### src/design/can_state_map.svh
// Field positions, codes, thresholds and timing counts of the CAN state monitor
`ifndef CAN_STATE_MAP_SVH
`define CAN_STATE_MAP_SVH

// Status word field positions
`define FLD_STATE_LSB      0
`define FLD_XCVR_ERR_BIT   4
`define FLD_SLEEP_BIT      5
`define FLD_LAST_ERR_LSB   8
`define FLD_TEC_LSB        16
`define FLD_REC_LSB        24

// Communication state codes
`define COMM_CODE_ACTIVE   4'h0
`define COMM_CODE_PASSIVE  4'h1
`define COMM_CODE_BUS_OFF  4'h2
`define COMM_CODE_INIT     4'h3

// Error confinement thresholds and weights
`define PASSIVE_LIMIT      127
`define BUS_OFF_LIMIT      255
`define TEC_ERR_STEP       8
`define REC_ERR_STEP       1
`define OK_STEP            1
`define CNT_WIDTH          9

// Reset and invalid values
`define STATE_WORD_RESET   32'h0000_0003
`define TEC_INVALID        8'hFF
`define TIME_INVALID       64'h0000_0000_0000_0000

// Timestamp tick
`define TICK_TIME_NS       100
`define MCLK_PERIOD_NS     50
`define TICK_CYCLES        ((`TICK_TIME_NS + `MCLK_PERIOD_NS - 1) / `MCLK_PERIOD_NS)

`endif

### src/design/can_state_pkg.sv
// Types shared by the CAN communication state monitor
package can_state_pkg;

    typedef enum logic [3:0] {
        ST_ERR_ACTIVE  = 4'b0001,
        ST_ERR_PASSIVE = 4'b0010,
        ST_BUS_OFF     = 4'b0100,
        ST_INIT        = 4'b1000
    } comm_state_t;

    typedef enum logic [3:0] {
        LE_NONE  = 4'h0,
        LE_STUFF = 4'h1,
        LE_FORM  = 4'h2,
        LE_ACK   = 4'h3,
        LE_BIT1  = 4'h4,
        LE_BIT0  = 4'h5,
        LE_CRC   = 4'h6
    } last_err_t;

    // One-cycle report of a finished receive or transmit attempt
    typedef struct packed {
        logic      done;
        logic      is_tx;
        logic      ok;
        logic      in_arb;
        last_err_t code;
    } frame_event_t;

    typedef struct packed {
        logic start;
        logic stop;
    } host_cmd_t;

    typedef struct packed {
        logic [63:0] local_time;
        logic [63:0] network_time;
    } trigger_timestamp_pair_t;

endpackage

### src/design/can_comm_state_monitor.sv
// CAN error confinement state monitor with status word and timestamps
// Operation
// - Error Active while both counters below 128
// - Error Passive when a counter exceeds 127
// - No transmit count on ack errors when passive
// - Bus Off above 255 stops communication at once
// - Bus Off held until host restart
// - Init after reset, no communication
// - Start moves Init to Error Active
// - Stop returns Active or Passive to Init
// - Bit 4 mirrors transceiver error pin
// - Bit 5 shows sleep state
// - Bits 8-11 hold last frame result
// - Bit errors outside arbitration coded 4, 5
// - CRC mismatch coded 6
// - Unacknowledged transmissions retried indefinitely
// - Transmit counter bits 16-23, starts at zero
// - Receive counter bits 24-31, starts at zero
// - Transmit counter invalid once Bus Off
// - Start time in 100 ns ticks, else 0
// - Communication begin time, else 0
// - Armed trigger captures both timestamps atomically
`timescale 1ns/1ps
`include "can_state_map.svh"
module can_comm_state_monitor
(
    // Clock, reset, enable
    input  wire logic                                   mclk,
    input  wire logic                                   rst,
    input  wire logic                                   ce,
    // Host commands
    input  wire can_state_pkg::host_cmd_t               host_cmd,
    // Protocol controller report
    input  wire can_state_pkg::frame_event_t            frame_event,
    // Pins
    input  wire logic                                   transceiver_error_input,
    input  wire logic                                   sleep_input,
    input  wire logic                                   time_trigger_input,
    // Time trigger
    input  wire logic                                   trigger_arm,
    input  wire logic [63:0]                            network_time,
    // State read
    output logic [31:0]                                 can_comm_state_word,
    output logic [63:0]                                 interface_start_time,
    output logic [63:0]                                 comm_begin_time,
    output can_state_pkg::trigger_timestamp_pair_t      trigger_timestamp_pair,
    output logic                                        trigger_valid,
    // Protocol controller control
    output logic                                        comm_enable,
    output logic                                        tx_retry
);
    import can_state_pkg::*;

    localparam int TICK_CNT = `TICK_CYCLES;

    typedef struct packed {
        comm_state_t             state;
        logic                    xerr_s1;
        logic                    xerr_s2;
        logic                    sleep_s1;
        logic                    sleep_s2;
        logic                    trig_s1;
        logic                    trig_s2;
        logic                    trig_prev;
        logic [7:0]              tick_cnt;
        logic [63:0]             local_time;
        last_err_t               last_err;
        logic [63:0]             start_time;
        logic [63:0]             comm_time;
        logic                    comm_seen;
        logic                    armed;
        logic                    trig_valid;
        trigger_timestamp_pair_t trig_pair;
        logic                    comm_en;
        logic                    retry;
        logic [31:0]             word;
    } mon_state_t;

    mon_state_t cur;
    mon_state_t nxt;

    logic                  communicating;
    logic                  start_go;
    logic                  stop_go;
    logic                  counted;
    logic                  skip_bit;
    logic                  ack_err;
    logic                  trig_rise;
    logic [1:0]            cnt_err;
    logic [1:0]            cnt_ok;
    logic [`CNT_WIDTH-1:0] cnt_q    [2];
    logic [`CNT_WIDTH-1:0] cnt_next [2];
    logic [7:0]            tec_field;
    logic [7:0]            rec_field;

    function automatic logic [3:0] state_code(input comm_state_t s);
        case (s)
            ST_ERR_ACTIVE:  state_code = `COMM_CODE_ACTIVE;
            ST_ERR_PASSIVE: state_code = `COMM_CODE_PASSIVE;
            ST_BUS_OFF:     state_code = `COMM_CODE_BUS_OFF;
            default:        state_code = `COMM_CODE_INIT;
        endcase
    endfunction

    // Index 0 is the transmit counter, index 1 the receive counter
    genvar gi;
    generate
        for (gi = 0; gi < 2; gi++) begin : g_cnt
            localparam int STEP = (gi == 0) ? `TEC_ERR_STEP : `REC_ERR_STEP;
            err_counter #(
                .WIDTH    (`CNT_WIDTH),
                .ERR_STEP (STEP),
                .OK_STEP  (`OK_STEP)
            ) err_counter_i (
                .mclk       (mclk),
                .rst        (rst),
                .ce         (ce),
                .clear      (start_go),
                .err        (cnt_err[gi]),
                .ok         (cnt_ok[gi]),
                .count      (cnt_q[gi]),
                .next_count (cnt_next[gi])
            );
        end
    endgenerate

    always_comb begin
        nxt           = cur;
        communicating = (cur.state == ST_ERR_ACTIVE) || (cur.state == ST_ERR_PASSIVE);
        start_go      = host_cmd.start && ((cur.state == ST_INIT) || (cur.state == ST_BUS_OFF));
        stop_go       = host_cmd.stop && communicating;
        counted       = frame_event.done && communicating;
        // Bit errors in arbitration are lost arbitration, not faults
        skip_bit      = frame_event.in_arb &&
                        ((frame_event.code == LE_BIT1) || (frame_event.code == LE_BIT0));
        ack_err       = !frame_event.ok && (frame_event.code == LE_ACK);
        cnt_err[0]    = counted && frame_event.is_tx && !frame_event.ok && !skip_bit &&
                        !((cur.state == ST_ERR_PASSIVE) && ack_err);
        cnt_ok[0]     = counted && frame_event.is_tx && frame_event.ok;
        cnt_err[1]    = counted && !frame_event.is_tx && !frame_event.ok && !skip_bit;
        cnt_ok[1]     = counted && !frame_event.is_tx && frame_event.ok;

        // Pin synchronisers
        nxt.xerr_s1   = transceiver_error_input;
        nxt.xerr_s2   = cur.xerr_s1;
        nxt.sleep_s1  = sleep_input;
        nxt.sleep_s2  = cur.sleep_s1;
        nxt.trig_s1   = time_trigger_input;
        nxt.trig_s2   = cur.trig_s1;
        nxt.trig_prev = cur.trig_s2;
        trig_rise     = cur.trig_s2 && !cur.trig_prev;

        // Free-running 100 ns time base
        if (cur.tick_cnt == 8'(TICK_CNT - 1)) begin
            nxt.tick_cnt   = 8'h00;
            nxt.local_time = cur.local_time + 64'h1;
        end else begin
            nxt.tick_cnt   = cur.tick_cnt + 8'h01;
        end

        if (counted && !skip_bit) begin
            nxt.last_err = frame_event.ok ? LE_NONE : frame_event.code;
        end

        // First frame activity after startup marks communication begin
        if (counted && !cur.comm_seen) begin
            nxt.comm_seen = 1'b1;
            nxt.comm_time = cur.local_time;
        end

        case (cur.state)
            ST_INIT: begin
                if (start_go) begin
                    nxt.state      = ST_ERR_ACTIVE;
                    nxt.start_time = cur.local_time;
                    nxt.comm_seen  = 1'b0;
                    nxt.comm_time  = `TIME_INVALID;
                end
            end
            ST_ERR_ACTIVE, ST_ERR_PASSIVE: begin
                if (stop_go) begin
                    nxt.state      = ST_INIT;
                    nxt.start_time = `TIME_INVALID;
                    nxt.comm_time  = `TIME_INVALID;
                    nxt.comm_seen  = 1'b0;
                end else if (cnt_next[0] > `CNT_WIDTH'(`BUS_OFF_LIMIT)) begin
                    nxt.state      = ST_BUS_OFF;
                    nxt.comm_time  = `TIME_INVALID;
                end else if ((cnt_next[0] > `CNT_WIDTH'(`PASSIVE_LIMIT)) ||
                             (cnt_next[1] > `CNT_WIDTH'(`PASSIVE_LIMIT))) begin
                    nxt.state      = ST_ERR_PASSIVE;
                end else begin
                    nxt.state      = ST_ERR_ACTIVE;
                end
            end
            ST_BUS_OFF: begin
                // Only a host restart leaves Bus Off
                if (start_go) begin
                    nxt.state      = ST_ERR_ACTIVE;
                    nxt.start_time = cur.local_time;
                    nxt.comm_seen  = 1'b0;
                    nxt.comm_time  = `TIME_INVALID;
                end
            end
            default: begin
                nxt.state = ST_INIT;
            end
        endcase

        // Trigger capture: both halves written in one cycle
        if (trigger_arm) begin
            nxt.armed      = 1'b1;
            nxt.trig_valid = 1'b0;
        end else if (cur.armed && trig_rise) begin
            nxt.armed                  = 1'b0;
            nxt.trig_valid             = 1'b1;
            nxt.trig_pair.local_time   = cur.local_time;
            nxt.trig_pair.network_time = network_time;
        end

        nxt.comm_en = (nxt.state == ST_ERR_ACTIVE) || (nxt.state == ST_ERR_PASSIVE);
        nxt.retry   = counted && frame_event.is_tx && ack_err && nxt.comm_en;

        tec_field = (nxt.state == ST_BUS_OFF) ? `TEC_INVALID : cnt_next[0][7:0];
        rec_field = (cnt_next[1] > `CNT_WIDTH'(`BUS_OFF_LIMIT)) ? 8'hFF : cnt_next[1][7:0];
        nxt.word  = 32'h0000_0000;
        nxt.word[`FLD_STATE_LSB +: 4]    = state_code(nxt.state);
        nxt.word[`FLD_XCVR_ERR_BIT]      = cur.xerr_s2;
        nxt.word[`FLD_SLEEP_BIT]         = cur.sleep_s2;
        nxt.word[`FLD_LAST_ERR_LSB +: 4] = nxt.last_err;
        nxt.word[`FLD_TEC_LSB +: 8]      = tec_field;
        nxt.word[`FLD_REC_LSB +: 8]      = rec_field;
    end

    always_ff @(posedge mclk) begin
        if (rst) begin
            cur       <= '0;
            cur.state <= ST_INIT;
            cur.word  <= `STATE_WORD_RESET;
        end else if (ce) begin
            cur <= nxt;
        end
    end

    assign can_comm_state_word    = cur.word;
    assign interface_start_time   = cur.start_time;
    assign comm_begin_time        = cur.comm_time;
    assign trigger_timestamp_pair = cur.trig_pair;
    assign trigger_valid          = cur.trig_valid;
    assign comm_enable            = cur.comm_en;
    assign tx_retry               = cur.retry;
endmodule // can_comm_state_monitor

### src/design/err_counter.sv
// Saturating weighted error counter with a look-ahead of its next value
`timescale 1ns/1ps
`include "can_state_map.svh"
module err_counter #(
    parameter int WIDTH    = `CNT_WIDTH,
    parameter int ERR_STEP = `TEC_ERR_STEP,
    parameter int OK_STEP  = `OK_STEP
) (
    // Clock and reset
    input  wire logic             mclk,
    input  wire logic             rst,
    input  wire logic             ce,
    // Events
    input  wire logic             clear,
    input  wire logic             err,
    input  wire logic             ok,
    // Count
    output logic [WIDTH-1:0]      count,
    output logic [WIDTH-1:0]      next_count
);
    typedef struct packed {
        logic [WIDTH-1:0] count;
    } cnt_state_t;

    localparam logic [WIDTH:0] MAX_CNT = {1'b0, {WIDTH{1'b1}}};

    cnt_state_t cur;
    cnt_state_t nxt;
    logic [WIDTH:0] sum;

    always_comb begin
        nxt = cur;
        sum = {1'b0, cur.count} + WIDTH'(ERR_STEP);
        if (clear) begin
            nxt.count = '0;
        end else if (err) begin
            // Saturate so a stuck bus cannot wrap the count back to zero
            nxt.count = (sum > MAX_CNT) ? MAX_CNT[WIDTH-1:0] : sum[WIDTH-1:0];
        end else if (ok && (cur.count >= WIDTH'(OK_STEP))) begin
            nxt.count = cur.count - WIDTH'(OK_STEP);
        end
    end

    always_ff @(posedge mclk) begin
        if (rst) begin
            cur <= '0;
        end else if (ce) begin
            cur <= nxt;
        end
    end

    assign count      = cur.count;
    assign next_count = nxt.count;

endmodule // err_counter

### config.mk
export PLATFORM = sky130hd
export DESIGN_NAME = can_comm_state_monitor
export DESIGN_NICKNAME = d
export VERILOG_FILES = /design/src/design/can_state_pkg.sv /design/src/design/can_comm_state_monitor.sv /design/src/design/err_counter.sv
export VERILOG_INCLUDE_DIRS = /design/src /design/src/design
export SDC_FILE = /design/constraint.sdc
export NUM_CORES = 1
export LEC_CHECK = 0
export BUFFER_PORTS_ARGS = -buffer_cell sky130_fd_sc_hd__buf_2
export CORE_MARGIN = 4
export CORE_UTILIZATION = 50
export CTS_BUF_LIST = sky130_fd_sc_hd__clkbuf_4 sky130_fd_sc_hd__clkbuf_8
export CTS_CLUSTER_DIAMETER = 60
export DETAILED_ROUTE_END_ITERATION = 8
export PLACE_DENSITY = 0.82
export SETUP_SLACK_MARGIN = 0.1
export SLEW_MARGIN = 40
export SYNTH_ARGS = -nofsm -noshare
export SYNTH_HDL_FRONTEND = slang
export SYNTH_SLANG_ARGS = --single-unit
### constraint.sdc
create_clock -name mclk -period 3.6 [get_ports mclk]
set_clock_uncertainty 0.1 [all_clocks]
set_input_delay 0.54 -clock mclk [delete_from_list [all_inputs] [get_ports mclk]]
set_output_delay 0.54 -clock mclk [all_outputs]
set_load 0.01 [all_outputs]
==> run_results.csv, run 1 <==
group,metric,value,unit
cells_and_area,regArea,0.00773,mm^2
synthesis,seq_area_frac_synth,0.434,
cells_and_area,area_growth,7.40,%
synthesis,synthFlopType,"dfxtp_1",
power,p_leak,0.00790,uW
floorplan,initial_utilization,0.511,
critical_path,crit_family,"simple AND/OR/NAND/NOR gates",
synthesis,synth.distinct_cells,68,
floorplan,coreArea,0.0348,mm^2
cells_and_area,finish.utilization,0.549,
drt,vias,13800,
synthesis,synthCells,2004,
clock_tree,clk_latency,0.61,ns
synthesis,yosys_warnings,0,
drt,initialDrtViolationCount,1055,
worst_hold_path,min-delay-start,"network_time[5]",
clock_tree,cts_resized,0,
synthesis,yosys-top-cells-count,"dfxtp_1 (386), nand2_1 (317), buf_4 (288), a21oi_1 (160), nor2_1 (131)",
timing,slew_headroom,0.419,
clock_tree,cts_hold_repair.buffers,0,
place,port_buffers,363,
synthesis,synth-xor-area-share,0.0325,
power,p_seq_frac,0.495,
worst_hold_path,hold_class,"in -> reg",
critical_path,worstRegToRegCells,8,
critical_path,critical_path_class,"reg -> reg",
critical_path,cp.required,4.03,ns
critical_path,crit_chain,"or4b_1 -> or4_1 -> and2_4 -> o32ai_4 -> a21o_4 -> nor4b_4 -> buf_12 -> o2bb2ai_1",
timing,hold_violations,0,
timing,tns,0,ns
synthesis,synth_compound_area_frac,0.166,
power,pwr-share-comb,0.040,
timing,timing.fmax,0.297,GHz
drt,drc_errors,0,
synthesis,syn_avg_cell_area,8.88,um^2
floorplan,die_y,197,um
synthesis,synth_simple_gate_area_frac,0.184,
cells_and_area,fin_area,0.0191,mm^2
place,placed_area,0.0177,mm^2
timing,period_share,0.934,
place,place_congestion,0.911,
critical_path,arrival,3.80,ns
cells_and_area,fillCellCount,3107,
place,hpwlAfterDp,29500,um
grt,overflow,0,
synthesis,synth_fa_ha_area_frac,0.00774,
timing,period_minus_slack,3.36,ns
power,ir_drop,0.332,mV
power,p_sw,2020,uW
job,drv_cap,0,
drt,vias_per_cell,5.41,
cells_and_area,diodes,0,
clock_tree,htreeDepth,3,
critical_path,r2r_end,"comm_begin_time[0]$_SDFFE_PP0P_",
timing,worstMarginPinSlew,0.863,ns
power,pwr-share-clk,0.465,
cells_and_area,drive_gt1_frac,0.279,
timing,setup_viol,0,
critical_path,critical_path_buf_inv_count,1,
synthesis,ys_ff_latch,386,
floorplan,ios,372,
synthesis,synth.area.mux_share,0.00964,
floorplan,num_rows,68,
synthesis,yosysMostFrequentCell,"dfxtp_1",
clock_tree,path_clk_slew,0.06,ns
critical_path,cp_max_fo,38,
critical_path,slowest_stage,"or4_1",
grt,antenna_found_initial,0,
critical_path,slowest_delay,0.55,ns
timing,rsz0062_at_grt,"false",
status,status,"complete, no violations",
critical_path,cp-end-kind,"flip-flop",
critical_path,worstReg2RegStart,"cur[377]$_SDFFE_PP0P_",
clock_tree,cts_sinks,386,
worst_hold_path,whs_path_depth,3,
power,p_int,6720,uW
clock_tree,post-cts-setup-buffers,0,
synthesis,synth_top_area_cell,"dfxtp_1",
power,switching_share,0.231,
drt,drt.antenna.violating_nets,0,
clock_tree,cts_buffers,68,
clock_tree,cts_buffer_depth,3,
drt,routedWlPerCell,17.2,um
synthesis,syn-cell-area,0.0178,mm^2
synthesis,async_flop_share,0,
worst_hold_path,holdPathEnd,"trigger_timestamp_pair[5]$_SDFFE_PP0P_",
critical_path,cp-start-kind,"flip-flop",
cells_and_area,multi_input_area,0.00719,mm^2
grt,grt_pass1_vias,13300,
synthesis,synth_top_family_by_area,"simple AND/OR/NAND/NOR gates",
timing,finalMaxSlewViolations,0,
grt,grt.total_usage,0.217,
floorplan,die_area,0.0387,mm^2
clock_tree,cts_tree,"done",
floorplan,fp.dieW,197,um
cells_and_area,fin_nets,2140,
drt,dr.pass1.iters,6,
synthesis,synth_area_leaders,"dfxtp_1 (43%), buf_4 (12%), nand2_1 (6.7%)",
grt,grt_max_degree,223,
critical_path,r2r_setup_slack,0.24,ns
drt,wl,43900,um
power,p_per_area,457,mW/mm^2
synthesis,synth-edff-count,0,
synthesis,synth_top_area_share,0.434,
grt,grt_pass1_wl,69700,um
clock_tree,root_buffer,"clkbuf_8",
worst max-delay path by stage:
| stage | slack (ns) | depth (start not counted) | startpoint | endpoint |
|---|---|---|---|---|
| final | 0.24 | 8 | cur[377]$_SDFFE_PP0P_ | comm_begin_time[0]$_SDFFE_PP0P_ |
| after global routing | 0.11 | 8 | cur[377]$_SDFFE_PP0P_ | comm_begin_time[0]$_SDFFE_PP0P_ |
| after CTS | 0.29 | 8 | cur[377]$_SDFFE_PP0P_ | comm_begin_time[1]$_SDFFE_PP0P_ |
| after detailed placement | 0.29 | 8 | cur[377]$_SDFFE_PP0P_ | comm_begin_time[62]$_SDFFE_PP0P_ |
| after global placement | 0.34 | 9 | frame_event[5] | comm_begin_time[0]$_SDFFE_PP0P_ |
| after floorplan | 0.70 | 10 | cur[376]$_SDFFE_PP0P_ | comm_begin_time[2]$_SDFFE_PP0P_ |
worst reg2reg max path, delay by kind of cell, from the launching register on:
kind	cells	cell delay (ns)
buf+inv	1	0.33
flops	1	0.52
compound gates	3	0.70
simple gates	4	1.68
power by group through the flow:
stage	clock network [uW]	logic (uW)	registers, uW
5_1_grt	4350	382	4330
6_report	4060	350	4330
2_1_floorplan	0	249	4400
4_1_cts	4170	346	4330
3_5_place_dp	0	345	4420
3_3_place_gp	0	338	4420
stage by stage:
stage / std cells / power (uW) / hold WS (ns) / setup slack (ns)
final: 2549 / 8730 / 0.0735 / 0.236
after global routing: 2549 / 9060 / 0.0456 / 0.113
after CTS: 2548 / 8840 / 0.0216 / 0.286
after detailed placement: 2432 / 4760 / 0.343 / 0.289
after global placement: 2432 / 4750 / 0.338 / 0.337
after floorplan: 2011 / 4650 / 0.332 / 0.695
area by class of cell:
class                           count  area share
Inverter                           26     0.00511
Tap cell                          455      0.0298
Clock inverter                     14     0.00642
Sequential cell                   386       0.404
Clock buffer                      102      0.0656
Timing Repair Buffer              393       0.112
Multi-Input combinational cell   1173       0.376
state kept, by name, summed over array words and instances (netlist names):
name,count
trigger_timestamp_pair,128
cur,88
comm_begin_time,64
interface_start_time,64
can_comm_state_word,21
g_cnt.err_counter_i.count,18
comm_enable,1
trigger_valid,1
tx_retry,1
logic make-up (layout without fill, tap and decap cells):
logic type	count (synthesis)	count (layout)
xor gates and xnor gates	66	66
DFF	386	386
buffers and inverters	452	535
AOI/OAI and AO/OA	379	379
muxes	17	17
and+or+nand+nor	692	692
adders and majority gates	11	11
other	1	8
routing by layer:
layer / track usage / vias to the layer above / share of wire
li1: - / 6593 / -
met1: 0.270 / 6563 / 0.41
met2: 0.369 / 516 / 0.49
met3: 0.0444 / 109 / 0.068
met4: 0.0907 / 0 / 0.032
met5: 0 / - / 0
layout by cell type, fill, tap and decap left out, types with 5 or more instances in the layout:
cell type   instances
nor3_1             24
and4_1             14
mux2i_1            16
conb_1              8
buf_2             362
buf_12              6
xor2_1             33
nand4_1            22
a22o_1             65
o2bb2ai_1          13
a21oi_1           159
and3_1             16
nand2_1           317
clkinvlp_4          5
clkbuf_8           78
nand2b_1           68
o31ai_1             8
clkinv_2            6
ha_1               11
nor4_1             18
dfxtp_1           386
a22oi_1             5
nand3_1            30
clkbuf_4           24
xnor2_1            33
inv_1              26
o2bb2ai_2          51
a211oi_1           20
buf_4              23
o21ai_0            19
nor2_1            128
or3_1              11
(Power assumes the default switching activity.)
==> run 2, diff against run 1 <==
--- a/config.mk
+++ b/config.mk
@@ -12,6 +12,7 @@
 export CTS_BUF_LIST = sky130_fd_sc_hd__clkbuf_4 sky130_fd_sc_hd__clkbuf_8
 export CTS_CLUSTER_DIAMETER = 60
 export DETAILED_ROUTE_END_ITERATION = 8
+export GPL_TIMING_DRIVEN = 0
 export PLACE_DENSITY = 0.82
 export SETUP_SLACK_MARGIN = 0.1
 export SLEW_MARGIN = 40
==> run 2 against run 1 <==
Effect of this change: worst hold slack better by 0.0041 ns; sequential power hardly changed; critical endpoint is now can_comm_state_word[26]$_SDFFE_PP0P_; final cell count is 16% higher; worst setup slack better by 0.027 ns; largest cell class unchanged; final area is 14% higher; core utilization is 7.7 points higher.
==> run_results.csv, run 2 (synthesis results as in run 1) <==
group,metric,value,unit
status,status,"complete, no violations",
grt,overflow,0,
critical_path,r2r_setup_slack,0.26,ns
power,p_total,9040,uW
place,place_congestion,0.889,
timing,timing.fmax,0.300,GHz
timing,slew_headroom,0.437,
cells_and_area,fin_nets,2542,
clock_tree,root_buffer,"clkbuf_8",
cells_and_area,fillCellCount,2891,
power,ir_drop,0.328,mV
floorplan,fp.dieW,197,um
cells_and_area,fin_area,0.0218,mm^2
power,p_sw,2120,uW
drt,wl,50400,um
drt,drc_errors,0,
drt,initialDrtViolationCount,1001,
floorplan,ios,372,
floorplan,die_y,197,um
power,pwr-share-comb,0.047,
power,pwr-share-clk,0.475,
grt,grt_max_degree,11,
timing,whs,0.0776,ns
timing,period_minus_slack,3.34,ns
drt,dr.pass1.iters,6,
place,port_buffers,362,
clock_tree,cts_buffer_depth,3,
critical_path,arrival,3.76,ns
clock_tree,path_clk_slew,0.06,ns
job,drv_cap,0,
drt,vias,15200,
timing,worstMarginPinSlew,0.841,ns
grt,grt_pass1_wl,78800,um
grt,grt_pass1_vias,15100,
floorplan,initial_utilization,0.511,
timing,hold_violations,0,
cells_and_area,layout_commonest_cell,"dfxtp_1",
power,switching_share,0.234,
clock_tree,cts_tree,"done",
timing,rsz0062_at_grt,"false",
power,p_seq_frac,0.477,
critical_path,cp.required,4.02,ns
power,p_per_area,415,mW/mm^2
grt,antenna_found_initial,1,
clock_tree,htreeDepth,3,
cells_and_area,area_growth,22.5,%
cells_and_area,layout_common_cells,"dfxtp_1 (386), buf_2 (367), nand2_1 (317)",
timing,finalMaxSlewViolations,0,
timing,tns,0,ns
worst_hold_path,hold_class,"in -> reg",
floorplan,die_area,0.0387,mm^2
critical_path,cp_max_fo,10,
timing,period_share,0.927,
clock_tree,cts_sinks,386,
clock_tree,clk_latency,0.60,ns
clock_tree,cts_hold_repair.buffers,0,
power,p_int,6920,uW
grt,grt.total_usage,0.249,
drt,routedWlPerCell,17.1,um
timing,setup_viol,0,
clock_tree,cts_buffers,68,
critical_path,cp-end-kind,"flip-flop",
critical_path,cp-start-kind,"flip-flop",
power,p_leak,0.00964,uW
floorplan,coreArea,0.0348,mm^2
drt,vias_per_cell,5.16,
cells_and_area,drive_gt1_frac,0.352,
cells_and_area,finish.utilization,0.626,
cells_and_area,largest_reg_flops,128,
critical_path,critical_path_class,"reg -> reg",
place,placed_area,0.0202,mm^2
place,hpwlAfterDp,36800,um
drt,drt.antenna.violating_nets,0,
floorplan,num_rows,68,
==> run 2: cell types whose count changed in the layout (fill, tap and decap cells not counted), sizes merged <==
| cell | delta |
|---|---|
| inv | +2 |
| clkbuf | +118 |
| buf | +286 |
| diode | +1 |
| clkinvlp | -2 |
| bufinv | +1 |
==> run 2: worst paths after layout <==
kind	start	depth (start not counted)	endpoint
max	cur[379]$_SDFFE_PP1P_	8	can_comm_state_word[26]$_SDFFE_PP0P_
min	network_time[52]	3	trigger_timestamp_pair[52]$_SDFFE_PP0P_
max reg2reg	cur[379]$_SDFFE_PP1P_	8	can_comm_state_word[26]$_SDFFE_PP0P_
min reg2reg	trigger_timestamp_pair[18]$_SDFFE_PP0P_	2	trigger_timestamp_pair[18]$_SDFFE_PP0P_
==> run 2: repair_timing <==
item	in CTS	in global routing
buffers inserted	3	4
pin swaps	2	2
endpoints found under the setup margin	8	14
gates resized for setup	0	3
==> run 2: cell type report <==
type,instances,area [um^2],share of cell area
flip-flops and latches,386,7730,0.355
plain buffers,426,2850,0.131
well taps,455,569,0.0261
multi-input cells,1173,7200,0.331
inverters,26,97.6,0.00448
repair buffers,369,1880,0.0862
diodes,1,2.50,0.000115
clock inverters,15,144,0.00661
clock buffers,104,1310,0.0603
==> run 2: critical path, cell delays in order, from the launching register on <==
cell	delay, ns
dfxtp_1	0.31
clkbuf_1	0.25
nor4b_1	0.70
nand3_1	0.24
a31oi_1	0.68
a21oi_1	0.23
o31ai_1	0.43
a21oi_1	0.13
nor3_1	0.18
==> run 2: metrics by stage <==
step,std cells,worst slack [ns]
2_1_floorplan,2011,0.695
3_3_place_gp,2828,-0.111
4_1_cts,2950,0.102
3_5_place_dp,2828,0.0394
6_report,2955,0.263
5_1_grt,2955,0.0911
==> run 2: routing by layer <==
layer | vias to the layer above | global-route usage | part of all wire
met5 | - | 0 | 0
met3 | 115 | 0.0552 | 0.072
met2 | 557 | 0.417 | 0.47
met1 | 7163 | 0.314 | 0.42
met4 | 0 | 0.0984 | 0.034
li1 | 7411 | - | -
==> run 2: power groups by stage <==
stage	Sequential, uW	Combinational (uW)	Clock [uW]
after global routing	4320	463	4580
after detailed placement	4410	413	0
after CTS	4320	420	4390
after global placement	4410	405	0
final	4320	426	4300
after floorplan	4400	249	0
